`src/pwr_ctrl_pkg.sv`:
```
// package: register map, field layout and timing constants of the power control block
package pwr_ctrl_pkg;

    // ****************************************
    // register map
    // ****************************************
    localparam logic [11:0] power_control_status_off = 12'h084;

    // ****************************************
    // field positions
    // ****************************************
    localparam int sleep_state_select_hi  = 31;
    localparam int sleep_state_select_lo  = 29;
    localparam int sleep_entry_trigger_b  = 28;
    localparam int auto_wake_enable_b     = 27;
    localparam int indicator_outputs_off_b = 26;
    localparam int core_clock_gate_b      = 21;
    localparam int port_b_flag_b          = 17;
    localparam int port_a_flag_b          = 16;
    localparam int port_b_enable_b        = 15;
    localparam int port_a_enable_b        = 14;
    localparam int pin_select_hi          = 9;
    localparam int pin_select_lo          = 7;
    localparam int buffer_type_b          = 6;
    localparam int pulse_mode_b           = 3;
    localparam int polarity_b             = 2;
    localparam int wake_enable_b          = 1;
    localparam int ready_b                = 0;

    // ****************************************
    // reset values
    // ****************************************
    localparam logic [2:0] sleep_state_reset = 3'h0;
    localparam logic [2:0] pin_select_reset  = 3'h0;

    // ****************************************
    // encodings
    // ****************************************
    localparam logic [2:0] run_state     = 3'h0;
    localparam logic [2:0] light_sleep   = 3'h1;
    localparam logic [2:0] deeper_sleep  = 3'h2;
    localparam logic [2:0] deepest_sleep = 3'h3;

    localparam logic [2:0] pin_none        = 3'h0;
    localparam logic [2:0] pin_error_led   = 3'h1;
    localparam logic [2:0] pin_wait_ack    = 3'h2;
    localparam logic [2:0] pin_sync_latch0 = 3'h3;
    localparam logic [2:0] pin_sync_latch1 = 3'h4;

    // ****************************************
    // timing
    // ****************************************
    localparam longint clk_freq_hz    = 250000000;
    localparam longint wake_pulse_ms  = 50;
    localparam longint wake_pulse_cyc = (wake_pulse_ms * clk_freq_hz) / 1000;

    // ****************************************
    // carriers
    // ****************************************
    typedef struct packed {
        logic error_indicator_pin;
        logic wait_ack_pin;
        logic sync_latch_0_pin;
        logic sync_latch_1_pin;
    } wake_pins_s;

endpackage

```
`src/wake_pulse_timer.sv`:
```
// module: one-shot timer stretching a wake event into a fixed-length pulse
`timescale 1ns/1ns
module wake_pulse_timer #(
    parameter longint PULSE_CYC = pwr_ctrl_pkg::wake_pulse_cyc
) (
    input  wire logic clk_sys_i,
    input  wire logic rst_n_i,
    input  wire logic start_i,
    input  wire logic abort_i,
    output logic      busy_o
);

    localparam int CW = $clog2(PULSE_CYC + 1);

    logic [CW-1:0] count_q;

    // load on start, count down to zero, abort drops it at once
    always_ff @(posedge clk_sys_i or negedge rst_n_i) begin
        if (!rst_n_i) begin
            count_q <= '0;
        end else if (abort_i) begin
            count_q <= '0;
        end else if (start_i) begin
            count_q <= CW'(PULSE_CYC);
        end else if (count_q != '0) begin
            count_q <= count_q - CW'(1);
        end
    end

    assign busy_o = (count_q != '0);

endmodule

```
`src/power_mode_wake_ready_ctrl.sv`:
```
// module: power control register, sleep sequencing, wake output and ready flag
//
// How it works
// - three-bit sleep state select in bits 31:29, top-bit codes reserved
// - select write dropped if trigger set; trigger set dropped if select changes
// - bit 28 set enters selected sleep state and reads one while sleeping
// - wake-up clears select field and trigger by hardware
// - bit 27 lets wake events end sleep except in the deepest state; otherwise host wake only
// - bit 26 releases open-drain indicators, holds push-pull ones inactive
// - bit 21 sets after two consecutive one writes; zero restarts count
// - bits 17,16 flag port events; write one clears once source gone
// - enables 15,14 route port events to top power event status
// - bits 9:7 route wake output to none or one of four pins
// - selected pin stays undriven unless wake output enable set
// - bit 6 clear gives open-drain active low, set gives push-pull
// - bit 2 sets push-pull wake output active high, else active low
// - bit 3 gives 50 ms pulse, else level until flags or enables clear
// - bit 1 gates external wake pin only, not the top status bit
// - pin select, buffer type, polarity survive digital reset
// - bit 0 read-only ready, mirrored out; rising edge pulses ready event
// - ready low in sleep, high again after run state and pll lock
// - ready rises after config load; core reset reloads and drops it
// - register readable any time, reads return the whole word whatever the byte enables
`timescale 1ns/1ns
module power_mode_wake_ready_ctrl #(
    parameter longint WAKE_PULSE_CYC = pwr_ctrl_pkg::wake_pulse_cyc
) (
    input  wire logic                     clk_sys_i,
    input  wire logic                     rst_n_i,
    // avalon-mm slave
    input  wire logic [11:0]              avs_address,
    input  wire logic                     avs_read,
    input  wire logic                     avs_write,
    input  wire logic [31:0]              avs_writedata,
    input  wire logic [3:0]               avs_byteenable,
    output logic [31:0]                   avs_readdata,
    output logic                          avs_waitrequest,
    output logic [1:0]                    avs_response,
    // resets and configuration load
    input  wire logic                     digital_reset_i,
    input  wire logic                     core_reset_i,
    input  wire logic                     config_loaded_i,
    // sleep / wake
    input  wire logic                     pll_locked_i,
    input  wire logic                     host_wake_i,
    input  wire logic                     port_a_event_i,
    input  wire logic                     port_b_event_i,
    output logic                          sleep_active_o,
    output logic [2:0]                    sleep_state_o,
    // controls to the rest of the chip
    output logic                          fieldbus_core_clock_gate_o,
    output logic                          indicator_outputs_off_o,
    output logic                          power_event_irq_status_o,
    output logic                          ready_o,
    output logic                          ready_rise_o,
    // wake output pins, oe low means driving
    output pwr_ctrl_pkg::wake_pins_s      wake_pin_out_o,
    output pwr_ctrl_pkg::wake_pins_s      wake_pin_oe_n_o
);

    // ****************************************
    // register state
    // ****************************************
    logic [2:0] sleep_sel_q;
    logic       sleep_trig_q;
    logic       auto_wake_q;
    logic       led_off_q;
    logic       clk_gate_q;
    logic       gate_armed_q;
    logic       flag_a_q;
    logic       flag_b_q;
    logic       en_a_q;
    logic       en_b_q;
    logic [2:0] pin_sel_q;
    logic       buf_pp_q;
    logic       pulse_mode_q;
    logic       pol_high_q;
    logic       wake_en_q;
    logic       ready_q;
    logic       ready_prev_q;
    logic       wait_q;
    logic [31:0] rdata_q;
    logic [1:0]  resp_q;

    logic        hit;
    logic        wr_acc;
    logic        rd_acc;
    logic [31:0] wmask;
    logic [31:0] wdat;
    logic        be3_wr;
    logic        be2_wr;
    logic        be1_wr;
    logic        be0_wr;
    logic        wake_up;
    logic        sel_change;
    logic        trig_write;
    logic        trig_set;
    logic        event_any;
    logic        event_rise;
    logic        event_prev_q;
    logic        pulse_busy;
    logic        wake_active;
    logic        pin_level;
    logic        loading_q;

    // ****************************************
    // bus decode
    // ****************************************
    assign hit    = (avs_address == pwr_ctrl_pkg::power_control_status_off);
    assign wr_acc = avs_write && !avs_waitrequest;
    assign rd_acc = avs_read && !avs_waitrequest;
    assign be3_wr = wr_acc && hit && avs_byteenable[3];
    assign be2_wr = wr_acc && hit && avs_byteenable[2];
    assign be1_wr = wr_acc && hit && avs_byteenable[1];
    assign be0_wr = wr_acc && hit && avs_byteenable[0];
    assign wdat   = avs_writedata;
    assign wmask  = {{8{be3_wr}}, {8{be2_wr}}, {8{be1_wr}}, {8{be0_wr}}};

    // one wait state per access, so every request answers on its second edge
    always_ff @(posedge clk_sys_i or negedge rst_n_i) begin
        if (!rst_n_i) begin
            wait_q <= 1'b1;
        end else if ((avs_read || avs_write) && wait_q) begin
            wait_q <= 1'b0;
        end else begin
            wait_q <= 1'b1;
        end
    end
    assign avs_waitrequest = wait_q;

    // ****************************************
    // sleep select and trigger
    // ****************************************
    assign trig_write = be3_wr && wdat[pwr_ctrl_pkg::sleep_entry_trigger_b];
    assign sel_change = be3_wr && (wdat[pwr_ctrl_pkg::sleep_state_select_hi:
                                        pwr_ctrl_pkg::sleep_state_select_lo] != sleep_sel_q);
    assign trig_set   = trig_write && !sel_change;
    // wake from sleep: host access, or auto wake event when not in the deepest state
    assign wake_up    = sleep_trig_q && pll_locked_i &&
                        (host_wake_i ||
                         (auto_wake_q && event_any &&
                          sleep_sel_q != pwr_ctrl_pkg::deepest_sleep));

    always_ff @(posedge clk_sys_i or negedge rst_n_i) begin
        if (!rst_n_i) begin
            sleep_sel_q  <= pwr_ctrl_pkg::sleep_state_reset;
            sleep_trig_q <= 1'b0;
        end else if (digital_reset_i || wake_up) begin
            sleep_sel_q  <= pwr_ctrl_pkg::sleep_state_reset;
            sleep_trig_q <= 1'b0;
        end else if (be3_wr && !sleep_trig_q) begin
            if (!trig_write) begin
                sleep_sel_q <= wdat[pwr_ctrl_pkg::sleep_state_select_hi:
                                    pwr_ctrl_pkg::sleep_state_select_lo];
            end
            if (trig_set) begin
                sleep_trig_q <= 1'b1;
            end
        end
    end

    assign sleep_active_o = sleep_trig_q;
    assign sleep_state_o  = sleep_trig_q ? sleep_sel_q : pwr_ctrl_pkg::run_state;

    // ****************************************
    // plain control bits
    // ****************************************
    always_ff @(posedge clk_sys_i or negedge rst_n_i) begin
        if (!rst_n_i) begin
            auto_wake_q  <= 1'b0;
            led_off_q    <= 1'b0;
            en_a_q       <= 1'b0;
            en_b_q       <= 1'b0;
            pulse_mode_q <= 1'b0;
            wake_en_q    <= 1'b0;
        end else if (digital_reset_i) begin
            auto_wake_q  <= 1'b0;
            led_off_q    <= 1'b0;
            en_a_q       <= 1'b0;
            en_b_q       <= 1'b0;
            pulse_mode_q <= 1'b0;
            wake_en_q    <= 1'b0;
        end else begin
            if (wmask[pwr_ctrl_pkg::auto_wake_enable_b])
                auto_wake_q <= wdat[pwr_ctrl_pkg::auto_wake_enable_b];
            if (wmask[pwr_ctrl_pkg::indicator_outputs_off_b])
                led_off_q <= wdat[pwr_ctrl_pkg::indicator_outputs_off_b];
            if (wmask[pwr_ctrl_pkg::port_a_enable_b])
                en_a_q <= wdat[pwr_ctrl_pkg::port_a_enable_b];
            if (wmask[pwr_ctrl_pkg::port_b_enable_b])
                en_b_q <= wdat[pwr_ctrl_pkg::port_b_enable_b];
            if (wmask[pwr_ctrl_pkg::pulse_mode_b])
                pulse_mode_q <= wdat[pwr_ctrl_pkg::pulse_mode_b];
            if (wmask[pwr_ctrl_pkg::wake_enable_b])
                wake_en_q <= wdat[pwr_ctrl_pkg::wake_enable_b];
        end
    end
    assign indicator_outputs_off_o = led_off_q;

    // wake pin configuration, untouched by digital reset
    always_ff @(posedge clk_sys_i or negedge rst_n_i) begin
        if (!rst_n_i) begin
            pin_sel_q  <= pwr_ctrl_pkg::pin_select_reset;
            buf_pp_q   <= 1'b0;
            pol_high_q <= 1'b0;
        end else begin
            if (wmask[pwr_ctrl_pkg::pin_select_lo])
                pin_sel_q <= wdat[pwr_ctrl_pkg::pin_select_hi:pwr_ctrl_pkg::pin_select_lo];
            if (wmask[pwr_ctrl_pkg::buffer_type_b])
                buf_pp_q <= wdat[pwr_ctrl_pkg::buffer_type_b];
            if (wmask[pwr_ctrl_pkg::polarity_b])
                pol_high_q <= wdat[pwr_ctrl_pkg::polarity_b];
        end
    end

    // core clock gate: needs two one-writes in a row, a zero-write clears it
    always_ff @(posedge clk_sys_i or negedge rst_n_i) begin
        if (!rst_n_i) begin
            clk_gate_q   <= 1'b0;
            gate_armed_q <= 1'b0;
        end else if (digital_reset_i) begin
            clk_gate_q   <= 1'b0;
            gate_armed_q <= 1'b0;
        end else if (wmask[pwr_ctrl_pkg::core_clock_gate_b]) begin
            if (wdat[pwr_ctrl_pkg::core_clock_gate_b]) begin
                gate_armed_q <= 1'b1;
                if (gate_armed_q)
                    clk_gate_q <= 1'b1;
            end else begin
                gate_armed_q <= 1'b0;
                clk_gate_q   <= 1'b0;
            end
        end
    end
    assign fieldbus_core_clock_gate_o = clk_gate_q;

    // ****************************************
    // port event flags
    // ****************************************
    // set wins over clear; a one-write clears only when the source is gone
    always_ff @(posedge clk_sys_i or negedge rst_n_i) begin
        if (!rst_n_i) begin
            flag_a_q <= 1'b0;
            flag_b_q <= 1'b0;
        end else if (digital_reset_i) begin
            flag_a_q <= 1'b0;
            flag_b_q <= 1'b0;
        end else begin
            if (port_a_event_i)
                flag_a_q <= 1'b1;
            else if (wmask[pwr_ctrl_pkg::port_a_flag_b] && wdat[pwr_ctrl_pkg::port_a_flag_b])
                flag_a_q <= 1'b0;
            if (port_b_event_i)
                flag_b_q <= 1'b1;
            else if (wmask[pwr_ctrl_pkg::port_b_flag_b] && wdat[pwr_ctrl_pkg::port_b_flag_b])
                flag_b_q <= 1'b0;
        end
    end

    assign event_any = (flag_a_q && en_a_q) || (flag_b_q && en_b_q);
    assign power_event_irq_status_o = event_any;

    // ****************************************
    // wake output
    // ****************************************
    always_ff @(posedge clk_sys_i or negedge rst_n_i) begin
        if (!rst_n_i) begin
            event_prev_q <= 1'b0;
        end else begin
            event_prev_q <= event_any;
        end
    end
    assign event_rise = event_any && !event_prev_q;

    wake_pulse_timer #(
        .PULSE_CYC (WAKE_PULSE_CYC)
    ) u_pulse (
        .clk_sys_i (clk_sys_i),
        .rst_n_i   (rst_n_i),
        .start_i   (event_rise && pulse_mode_q),
        .abort_i   (!event_any),
        .busy_o    (pulse_busy)
    );

    assign wake_active = pulse_mode_q ? pulse_busy : event_any;

    // open-drain: pull low when active, release otherwise; push-pull: polarity
    always_comb begin
        pwr_ctrl_pkg::wake_pins_s o;
        pwr_ctrl_pkg::wake_pins_s e;
        logic drive;
        o = '1;
        e = '1;
        pin_level = buf_pp_q ? (wake_active ~^ pol_high_q) : 1'b0;
        drive     = wake_en_q && (buf_pp_q || wake_active);
        unique case (pin_sel_q)
            pwr_ctrl_pkg::pin_error_led: begin
                o.error_indicator_pin = pin_level;
                e.error_indicator_pin = !drive;
            end
            pwr_ctrl_pkg::pin_wait_ack: begin
                o.wait_ack_pin = pin_level;
                e.wait_ack_pin = !drive;
            end
            pwr_ctrl_pkg::pin_sync_latch0: begin
                o.sync_latch_0_pin = pin_level;
                e.sync_latch_0_pin = !drive;
            end
            pwr_ctrl_pkg::pin_sync_latch1: begin
                o.sync_latch_1_pin = pin_level;
                e.sync_latch_1_pin = !drive;
            end
            default: begin
            end
        endcase
        wake_pin_out_o  = o;
        wake_pin_oe_n_o = e;
    end

    // ****************************************
    // ready flag
    // ****************************************
    // after any reset or core reset, wait for the config load to finish
    always_ff @(posedge clk_sys_i or negedge rst_n_i) begin
        if (!rst_n_i) begin
            loading_q <= 1'b1;
        end else if (digital_reset_i || core_reset_i) begin
            loading_q <= 1'b1;
        end else if (config_loaded_i) begin
            loading_q <= 1'b0;
        end
    end

    always_ff @(posedge clk_sys_i or negedge rst_n_i) begin
        if (!rst_n_i) begin
            ready_q      <= 1'b0;
            ready_prev_q <= 1'b0;
        end else begin
            ready_q      <= !loading_q && !sleep_trig_q && pll_locked_i
                            && !digital_reset_i && !core_reset_i;
            ready_prev_q <= ready_q;
        end
    end
    assign ready_o      = ready_q;
    assign ready_rise_o = ready_q && !ready_prev_q;

    // ****************************************
    // read path
    // ****************************************
    // readable in any state; host ignores data while not ready
    always_ff @(posedge clk_sys_i or negedge rst_n_i) begin
        if (!rst_n_i) begin
            rdata_q <= 32'h0;
            resp_q  <= 2'h0;
        end else if (avs_read && wait_q) begin
            resp_q  <= hit ? 2'h0 : 2'h3;
            rdata_q <= 32'h0;
            if (hit)
                rdata_q <= {sleep_sel_q, sleep_trig_q, auto_wake_q, led_off_q, 4'h0,
                            clk_gate_q, 3'h0, flag_b_q, flag_a_q, en_b_q, en_a_q, 4'h0,
                            pin_sel_q, buf_pp_q, 2'h0, pulse_mode_q, pol_high_q,
                            wake_en_q, ready_q};
        end else if (avs_write && wait_q) begin
            resp_q <= hit ? 2'h0 : 2'h3;
        end
    end
    assign avs_readdata = rdata_q;
    assign avs_response = resp_q;

endmodule

```
`config.mk`:
```
export PLATFORM = sky130hd
export DESIGN_NAME = power_mode_wake_ready_ctrl
export DESIGN_NICKNAME = d
export VERILOG_FILES = /design/src/pwr_ctrl_pkg.sv /design/src/wake_pulse_timer.sv /design/src/power_mode_wake_ready_ctrl.sv
export SDC_FILE = /design/constraint.sdc
export NUM_CORES = 1
export LEC_CHECK = 0
export BUFFER_PORTS_ARGS = -buffer_cell sky130_fd_sc_hd__buf_4
export CORE_MARGIN = 2
export CORE_UTILIZATION = 57
export CTS_BUF_LIST = sky130_fd_sc_hd__clkbuf_8
export CTS_CLUSTER_DIAMETER = 200
export DETAILED_ROUTE_END_ITERATION = 10
export GPL_ROUTABILITY_DRIVEN = 0
export PLACE_DENSITY = 0.88
export SLEW_MARGIN = 20
export SYNTH_ARGS = -nofsm -noshare
export SYNTH_HDL_FRONTEND = slang
export SYNTH_SLANG_ARGS = --single-unit
```
`constraint.sdc`:
```
create_clock -name clk_sys_i -period 5.2 [get_ports clk_sys_i]
set_input_delay 0.52 -clock clk_sys_i [delete_from_list [all_inputs] [get_ports clk_sys_i]]
set_output_delay 0.52 -clock clk_sys_i [all_outputs]
set_load 0.02 [all_outputs]
```
Word level (Yosys, flattened, before mapping)
Index checks and enable logic that the tools add are counted.
{"block": "word_totals", "ff_bits": 82, "input_bits": 59, "output_inout_bits": 52, "wordCells": 145}
{"block": "op_classes", "addsub": 1, "n_eq_ne": 10, "muxes": 52, "n_bitwise": 1, "n_reduce_logical": 58}
{"operator": "2-to-1 mux 24 bit", "n": 3}
{"operator": "2-to-1 mux 1 bit", "n": 41}
{"operator": "2-to-1 mux 32 bit", "n": 1}
{"operator": "logical AND 1 bit", "n": 29}
{"operator": "nonzero test 24 bit", "n": 1}
{"operator": "subtractor 24 x 1 -> 24 bit, second input constant", "n": 1}
{"operator": "nonzero test 2 bit", "n": 8}
{"operator": "== test 12 x 8 -> 1 bit, second input constant", "n": 1}
{"operator": "2-to-1 mux 3 bit", "n": 4}
{"operator": "zero test 1 bit", "n": 9}
{"operator": "== test 3 x 2 -> 1 bit, second input constant", "n": 2}
{"operator": "logical OR 1 bit", "n": 6}
{"operator": "2-to-1 mux 2 bit", "n": 3}
{"operator": "!= test 3 x 1 -> 1 bit, second input constant", "n": 2}
{"operator": "AND reduction 2 bit", "n": 3}
{"operator": "nonzero test 3 bit", "n": 2}
{"operator": "== test 3 x 1 -> 1 bit, second input constant", "n": 1}
{"operator": "== test 3 bit, second input constant", "n": 1}
{"operator": "!= test 3 x 2 -> 1 bit, second input constant", "n": 1}
{"operator": "!= test 3 bit", "n": 1}
{"operator": "!= test 2 x 1 -> 1 bit, second input constant", "n": 1}
{"operator": "bitwise XNOR 1 bit", "n": 1}

Longest topological paths before layout
Gate-level depths: netlist of run 1.
{"block": "depth", "depth_word": 10, "mapped_depth": 7, "depth_no_buf": 7}

Modules after synthesis
Synthesis of run 1 repeated with hierarchy kept, for this count alone.
{"block": "unflattened", "hier_cells": 319, "area_unflattened_um2": 3423.3}
{"mod": "power_mode_wake_ready_ctrl", "instances": 1, "cells_per_inst": 186, "area_per_inst_um2": 2093.3, "seq_area_each_um2": 1103.6}
{"mod": "wake_pulse_timer", "instances": 1, "cells_per_inst": 133, "area_per_inst_um2": 1330.0, "seq_area_each_um2": 600.6}

Worst setup path after synthesis of run 1
Ideal clock, no wire load.
{"block": "synth_timing", "kind": "reg-to-output", "from": "register u_pulse.count_q[4]", "to": "output port wake_pin_out_o[2] (netlist name)", "t_arrival_ns": 2.076, "required_ns": 4.680, "path_slack_ns": 2.604, "stages_incl_launch_ff": 7, "n_path_buf": 1, "path_cell_list": "dfrtp_1 -> clkbuf_1 -> nor4_2 -> nand4_1 -> or2_2 -> a41oi_1 -> o2111ai_1"}
{"item": "start, declared", "line": "wake_pulse_timer.sv:15", "source": "logic [CW-1:0] count_q;"}
{"item": "start signal, assigned", "line": "wake_pulse_timer.sv:24", "source": "count_q <= CW'(PULSE_CYC);"}
{"item": "start signal, assigned", "line": "wake_pulse_timer.sv:26", "source": "count_q <= count_q - CW'(1);"}
{"item": "end, declared", "line": "power_mode_wake_ready_ctrl.sv:57", "source": "output pwr_ctrl_pkg::wake_pins_s wake_pin_out_o,"}

==> flow_metrics.tcl, run 1 <==
set metrics [dict create \
    drt_wl_total_um 8410 \
    p_leak_nw 2.11 \
    start_kind "flip-flop" \
    grt_pass1_wl_um 13900 \
    period_share 0.641 \
    rsz0062_at_grt "no" \
    portBuffers 83 \
    netlist_top_cells_area "dfrtp_1 47%, nand2_1 7.0%, o21ai_0 5.0%, nor2_1 4.2%, buf_4 3.0%" \
    h-tree-depth 3 \
    timing.fmax_mhz 300 \
    numClockSinks 68 \
    ys_types 49 \
    end_kind "output port" \
    slew_violations 0 \
    reg2reg_slack_ps 2610 \
    worst_pin_slew_ps 1010 \
    start_util 0.589 \
    dr.pass1.iters 4 \
    synth.largest_area_cell "dfrtp_1" \
    coreArea_mm2 0.00592 \
    insertedDiodeCount 0 \
    grtUsageTotal 0.269 \
    relSlewSlack 0.325 \
    tns_ps 0 \
    critPathKind "reg2out" \
    holdBufCountCts 0 \
    cts.clk_slew.worst_paths_ps 70 \
    cap_violations 0 \
    r2r-start "u_pulse.count_q[6]" \
    grt_pass1_vias 3095 \
    wl_per_cell_um 15.4 \
    ys_ff_latch 68 \
    ys_seq_area_frac 0.488 \
    boundaryPins 111 \
    synth_edf_count 0 \
    syn_area_mm2 0.00349 \
    die_h_um 82.2 \
    nets 527 \
    crit_fanout 8 \
    cp.arrival_ps 2820 \
    grt_start_max_net_pins 69 \
    num_rows 28 \
    route.detailed.drc 0 \
    powerDensity_mw_per_mm2 264 \
    async_flop_share 1.00 \
    ys_warn_count 0 \
    drt_iter0_drc 212 \
    cts_inserted_buffers 9 \
    worst_skew_pair.late_latency_ps 340 \
    irDropWorstVdd_v 0.000159 \
    reg2reg_depth 5 \
    vias_per_cell 5.79 \
    status "completed" \
    skew_ps 7.39 \
    antenna_found_initial 0 \
    hold_path_class "in2async" \
    period_needed_ps 3340 \
    crit_required_ps 4680 \
    root_buffer "clkbuf_8" \
    areaGrowthSynthToFinish_pct 24.8 \
    grt_overflow 0 \
    postSynthCellCount 387 \
    drive_above_1_share 0.248 \
    cts_tree "yes" \
    die_w_um 82.2 \
    clockBufferDepth 2 \
    setup_viol 0 \
    via_count 3163 \
    hpwl_um 6000 \
    hold_viol_final 0 \
    synth_area_per_cell_um2 9.02 \
    synth_top_area_frac 0.473 \
    synthFlopType "dfrtp_1" \
    ant_nets 0 \
    cts_setup_buffers 0 \
    dieArea_mm2 0.00676 \
    total_power_mw 1.15 \
    cts_resized 0 \
    regToRegEndpoint "u_pulse.count_q[23]" \
]
[cell usage after synthesis, drive strengths merged (3+ instances only)]
cell,number
and2,3
a21oi,18
nor4,8
dfrtp,66
nor2b,4
xnor2,5
buf,16
or4,9
or3,5
nand2,65
mux2i,6
nor3,9
nor2,39
nand4,11
nand3,14
a31oi,6
o21ai,35
mux2,5
inv,4
nand2b,6
xor2,7
clkbuf,13
[routing by layer]
layer | global-route usage | up-vias | part of all wire
li1 | - | 1503 | -
met1 | 0.329 | 1534 | 0.41
met2 | 0.466 | 115 | 0.52
met3 | 0.0707 | 11 | 0.065
met4 | 0.0817 | 0 | 0.0097
met5 | 0 | - | 0
[per-stage QoR]
step | utilization | cells | hold slack [ps] | cell area [um^2] | setup slack [ps]
after floorplan | - | 399 | 224 | 3530 | 2600
after global placement | 0.694 | 530 | 401 | 4110 | 2380
after detailed placement | 0.694 | 530 | 408 | 4110 | 2300
after CTS | 0.736 | 546 | 308 | 4360 | 1880
after global routing | 0.736 | 546 | 337 | 4360 | 1720
final | 0.736 | 546 | 277 | 4360 | 1860
[layout by cell type, fill, tap and decap left out, drive strengths merged, types with 2 or more instances in the layout]
cell type,synthesis,final
buf,16,85
dfrtp,66,66
nand2,65,65
nor2,39,39
o21ai,35,35
a21oi,18,18
nand3,14,14
conb,1,13
nand4,11,11
clkbuf,13,10
or4,9,9
nor3,9,9
nor4,8,8
xor2,7,7
nand2b,6,6
a31oi,6,6
mux2i,6,6
or3,5,5
xnor2,5,5
mux2,5,5
inv,4,4
nor2b,4,4
and2,3,3
bufinv,0,3
nor3b,2,2
or2,2,2
nand4b,2,2
o31ai,2,2
or3b,2,2
o41ai,2,2
ha,2,2
dfstp,2,2
or4b,2,2
clkinv,0,2
[critical path, cell delays in order (launching register included)]
cell	delay (ps)
dfrtp_1	430
nor4_2	680
nand4_1	210
or2_2	360
a41oi_1	390
o2111ai_1	200
buf_4	200
[how the worst max path moves through the flow]
stage / startpoint / end / slack [ps] / depth (start not counted)
floorplan: u_pulse.count_q[4] / wake_pin_out_o[2] / 2600 / 6
global placement: u_pulse.count_q[6] / wake_pin_out_o[2] / 2380 / 6
detailed placement: u_pulse.count_q[6] / wake_pin_out_o[2] / 2300 / 6
CTS: u_pulse.count_q[6] / wake_pin_out_o[2] / 1880 / 6
global route: u_pulse.count_q[4] / wake_pin_out_o[2] / 1720 / 6
finish: u_pulse.count_q[6] / wake_pin_out_o[2] / 1860 / 6
[layout make-up]
cell class                 count  area [um^2]
clock buffer                  10          138
clock inverter                 6          111
fill                         420         1560
inverter                       4         15.0
multi-input combinational    298         1660
sequential                    68         1700
tap                           75         93.8
timing repair buffer          85          638
[logic make-up after synthesis]
family	after synthesis	share of synthesized area
AO/OA/AOI/OAI	73	0.121
XOR/XNOR	12	0.0301
adder cells (fa/ha/maj)	2	0.00717
buffers and inverters	33	0.0513
flip-flops	68	0.488
multiplexers	11	0.0333
other	1	0.00107
AND/OR/NAND/NOR	187	0.268
[flip-flops by register name, summed over array words and instances (netlist names), 3 cells and up]
| name | flops |
|---|---|
| pin_sel_q | 3 |
| avs_readdata | 19 |
| u_pulse.count_q | 24 |
| sleep_sel_q | 3 |
[power breakdown]
part	switching (mW)	internal, mW
Sequential	0.00353	0.533
Clock	0.209	0.332
Combinational	0.0428	0.0305
Power figures use the tool's default switching activity.
==> inputs of run 2 (changes only) <==
- CORE_UTILIZATION: 57 -> 48
- PLACE_DENSITY: 0.88 -> 0.79
- clock period: 5.2 -> 2.95 ns (I/O delays scaled with it)
==> run 2 against run 1 <==
Flip-flop and latch count stayed put. Wire length is 0.42% lower. Hold slack worse by 240 ps. Clock power is 56% higher. Setup slack worse by 1700 ps. Count of clock-buffer cells in the layout is 1 lower. Die area is 18% higher. Sequential power is 76% higher. Critical endpoint unchanged.
==> flow_metrics.tcl, run 2 (synthesis gave the netlist of run 1 again) <==
set metrics [dict create \
    cap_violations 0 \
    nets 530 \
    setup_viol 0 \
    skew_ps 10.8 \
    hold_viol_final 0 \
    timing.fmax_mhz 359 \
    drt_wl_total_um 8380 \
    irDropWorstVdd_v 0.000208 \
    slew_violations 0 \
    crit_buf_inv 2 \
    critPathKind "reg2out" \
    h-tree-depth 3 \
    boundaryPins 111 \
    pre_cts_ws_ps 440 \
    wl_per_cell_um 14.6 \
    drive_above_1_share 0.253 \
    reg2reg_slack_ps 620 \
    largest_reg_flops 24 \
    start_kind "flip-flop" \
    die_w_um 89.3 \
    grtUsageTotal 0.223 \
    crit_fanout 4 \
    slowest_stage "dfrtp_1" \
    crit_required_ps 2650 \
    start_util 0.489 \
    period_needed_ps 2780 \
    clockBufferDepth 2 \
    final_cell_mix "88 x buf_4, 66 x dfrtp_1, 65 x nand2_1, 39 x nor2_1, 35 x o21ai_0" \
    relSlewSlack 0.320 \
    die_h_um 89.3 \
    cts_tree "yes" \
    insertedDiodeCount 0 \
    tns_ps 0 \
    antenna_found_initial 0 \
    areaGrowthSynthToFinish_pct 25.6 \
    r2r-start "u_pulse.count_q[0]" \
    holdBufCountCts 0 \
    powerDensity_mw_per_mm2 437 \
    cts_resized 0 \
    largest-register "u_pulse.count_q" \
    dr.pass1.iters 5 \
    worst_pin_slew_ps 1020 \
    cts_setup_buffers 0 \
    coreArea_mm2 0.00714 \
    final_common_cell "buf_4" \
    period_share 0.943 \
    rsz0062_at_grt "no" \
    total_power_mw 1.92 \
    portBuffers 83 \
    ant_nets 0 \
    cts.clk_slew.worst_paths_ps 70 \
    route.detailed.drc 0 \
    hold_path_class "in2async" \
    regToRegEndpoint "u_pulse.count_q[21]" \
    p_leak_nw 2.11 \
    status "completed" \
    grt_pass1_wl_um 13400 \
    grt_pass1_vias 2909 \
    vias_per_cell 5.47 \
    setup_slack_ps 168 \
    via_count 3132 \
    fin_hold_ws_ps 39.7 \
    drt_iter0_drc 170 \
    reg2reg_depth 7 \
    numClockSinks 68 \
    hpwl_um 6000 \
    num_rows 31 \
    grt_overflow 0 \
    crit_path_cell_trace "inv_1 -> ha_1 -> nor4b_1 -> nand4_1 -> or2_2 -> a41oi_2 -> o2111ai_1 -> buf_4" \
    dieArea_mm2 0.00797 \
    end_kind "output port" \
    cp.arrival_ps 2490 \
    worst_skew_pair.late_latency_ps 350 \
    cp_top_family "simple AND/OR/NAND/NOR gates" \
    root_buffer "clkbuf_8" \
    grt_start_max_net_pins 69 \
    cp_slowest_stage_delay_ps 410 \
    cts_inserted_buffers 9 \
]
-- run 2: cell count changes in the layout (fill, tap and decap cells not counted), sizes merged --
cell      change
inv           +1
clkinvlp      +1
clkbuf        -1
buf           +3
bufinv        -1
-- run 2: stage by stage --
stage | util | cell area (um^2) | std cells
after global routing | 0.614 | 4380 | 573
final | 0.614 | 4380 | 573
after detailed placement | 0.583 | 4160 | 557
after global placement | 0.583 | 4160 | 557
after floorplan | - | 3530 | 399
after CTS | 0.613 | 4380 | 573
-- run 2: layout make-up --
type,count,area [um^2]
Fill cell,631,2750
Sequential cell,68,1700
Multi-Input combinational cell,298,1660
Timing Repair Buffer,88,661
Clock buffer,9,124
Tap cell,99,124
Clock inverter,7,92.6
Inverter,4,15.0
-- run 2: power breakdown --
part | internal [mW] | switching [mW]
registers | 0.940 | 0.00670
logic | 0.0538 | 0.0750
clock network | 0.472 | 0.368
-- run 2: worst max path at each step --
| stage | startpoint | endpoint | slack (ps) | cells past startpoint |
|---|---|---|---|---|
| floorplan | u_pulse.count_q[4] | wake_pin_out_o[2] | 580 | 6 |
| global placement | u_pulse.count_q[0] | wake_pin_out_o[2] | 480 | 8 |
| detailed placement | u_pulse.count_q[0] | wake_pin_out_o[2] | 440 | 8 |
| CTS | u_pulse.count_q[0] | wake_pin_out_o[2] | 50 | 8 |
| global route | u_pulse.count_q[0] | wake_pin_out_o[2] | 20 | 8 |
| finish | u_pulse.count_q[0] | wake_pin_out_o[2] | 170 | 8 |
-- run 2: per-layer routing --
metal,track usage,share of wire,vias to the layer above
met5,0,0,-
met4,0.0841,0.015,0
met3,0.0693,0.074,15
met2,0.371,0.50,117
met1,0.273,0.41,1491
li1,-,-,1509
==> inputs of run 3 (changes only) <==
- MAX_ROUTING_LAYER: default -> met4
==> run 3 against run 2 <==
Largest power group unchanged. Final cell count is the same. Highest routed layer unchanged. Count of clock-buffer cells in the layout is the same. Global-route usage grew 0.75 points. Combinational power is essentially flat. Clock power is essentially flat. Power is essentially flat.
==> flow_metrics.tcl, run 3 (synthesis gave the netlist of run 1 again) <==
set metrics [dict create \
    status "completed" \
    vias_per_cell 5.48 \
    critPathKind "reg2out" \
    crit_fanout 4 \
    portBuffers 83 \
    start_util 0.489 \
    route.detailed.drc 0 \
    cts.clk_slew.worst_paths_ps 70 \
    reg2reg_slack_ps 620 \
    grt_start_max_net_pins 69 \
    wl_per_cell_um 14.6 \
    worst_pin_slew_ps 988 \
    die_h_um 89.3 \
    cts_setup_buffers 0 \
    ant_nets 0 \
    end_kind "output port" \
    slew_violations 0 \
    grt_pass1_vias 2901 \
    dr.pass1.iters 4 \
    grtUsageTotal 0.230 \
    hold_path_class "in2async" \
    numClockSinks 68 \
    cts_resized 0 \
    grt_overflow 0 \
    antenna_found_initial 0 \
    coreArea_mm2 0.00714 \
    root_buffer "clkbuf_8" \
    areaGrowthSynthToFinish_pct 25.6 \
    via_count 3138 \
    cts_inserted_buffers 9 \
    boundaryPins 111 \
    r2r-start "u_pulse.count_q[0]" \
    placed_cells 557 \
    timing.fmax_mhz 360 \
    cts_tree "yes" \
    crit_required_ps 2650 \
    final_common_cell "buf_4" \
    final_cell_mix "88 x buf_4, 66 x dfrtp_1, 65 x nand2_1, 39 x nor2_1, 35 x o21ai_0" \
    insertedDiodeCount 0 \
    drt_wl_total_um 8370 \
    p_leak_nw 2.11 \
    skew_ps 9.68 \
    holdBufCountCts 0 \
    setup_viol 0 \
    hpwl_um 6000 \
    worst_skew_pair.late_latency_ps 350 \
    grt_pass1_wl_um 13400 \
    die_w_um 89.3 \
    rsz0062_at_grt "no" \
    reg2reg_depth 7 \
    period_needed_ps 2770 \
    largest-register "u_pulse.count_q" \
    cp.arrival_ps 2480 \
    design_area_mm2 0.00438 \
    largest_reg_flops 24 \
    nets 530 \
    h-tree-depth 3 \
    dieArea_mm2 0.00797 \
    cap_violations 0 \
    irDropWorstVdd_v 0.000208 \
    clockBufferDepth 2 \
    powerDensity_mw_per_mm2 437 \
    placed_area_mm2 0.00416 \
    drive_above_1_share 0.253 \
    num_rows 31 \
    start_kind "flip-flop" \
    period_share 0.940 \
    tns_ps 0 \
    stdcell_count 573 \
    drt_iter0_drc 144 \
    regToRegEndpoint "u_pulse.count_q[21]" \
    hold_viol_final 0 \
    relSlewSlack 0.340 \
]
==> run 3: cell counts in the layout (fill, tap and decap cells not counted) <==
No cell type changed its count.
==> run 3: final cells by class <==
class	count	area [um^2]
well taps	99	124
inverters	4	15.0
clock inverters	7	92.6
multi-input cells	298	1660
clock buffers	9	124
repair buffers	88	661
fillers	631	2750
flip-flops and latches	68	1700
==> run 3: layer usage <==
metal,routed length (um),vias up,GRT usage,part of all wire
li1,-,1513,-,-
met1,3480,1514,0.279,0.42
met2,4230,99,0.371,0.51
met3,533,12,0.0711,0.064
met4,128,0,0.0719,0.015
met5,0,-,-,0
==> run 3: how the worst max path moves through the flow <==
stage	slack, ps	end	from	cells past startpoint
2_1_floorplan	580	wake_pin_out_o[2]	u_pulse.count_q[4]	6
3_3_place_gp	480	wake_pin_out_o[2]	u_pulse.count_q[0]	8
3_5_place_dp	440	wake_pin_out_o[2]	u_pulse.count_q[0]	8
4_1_cts	50	wake_pin_out_o[2]	u_pulse.count_q[0]	8
5_1_grt	20	wake_pin_out_o[2]	u_pulse.count_q[0]	8
6_report	180	wake_pin_out_o[2]	u_pulse.count_q[0]	8
==> run 3: through the flow <==
step / util / setup WS (ps) / hold slack [ps] / power, mW
after detailed placement: 0.583 / 440 / 415 / 1.10
final: 0.614 / 176 / 40.3 / 1.91
after global placement: 0.583 / 477 / 408 / 1.09
after CTS: 0.613 / 46.1 / 78.5 / 1.93
after floorplan: - / 579 / -0.591 / 1.03
after global routing: 0.614 / 21.3 / 97.9 / 1.99
==> run 3: critical path, cell delays in order, from the launching register on <==
cell and delay [ps]:
dfrtp_1 410, inv_1 120, ha_1 200, nor4b_1 230, nand4_1 170, or2_2 370, a41oi_2 290, o2111ai_1 160
buf_4 180
==> run 3: power breakdown <==
| group | internal [mW] | total, mW | switching, mW |
|---|---|---|---|
| Combinational | 0.0538 | 0.129 | 0.0749 |
| Clock | 0.472 | 0.839 | 0.367 |
| Sequential | 0.940 | 0.947 | 0.00670 |
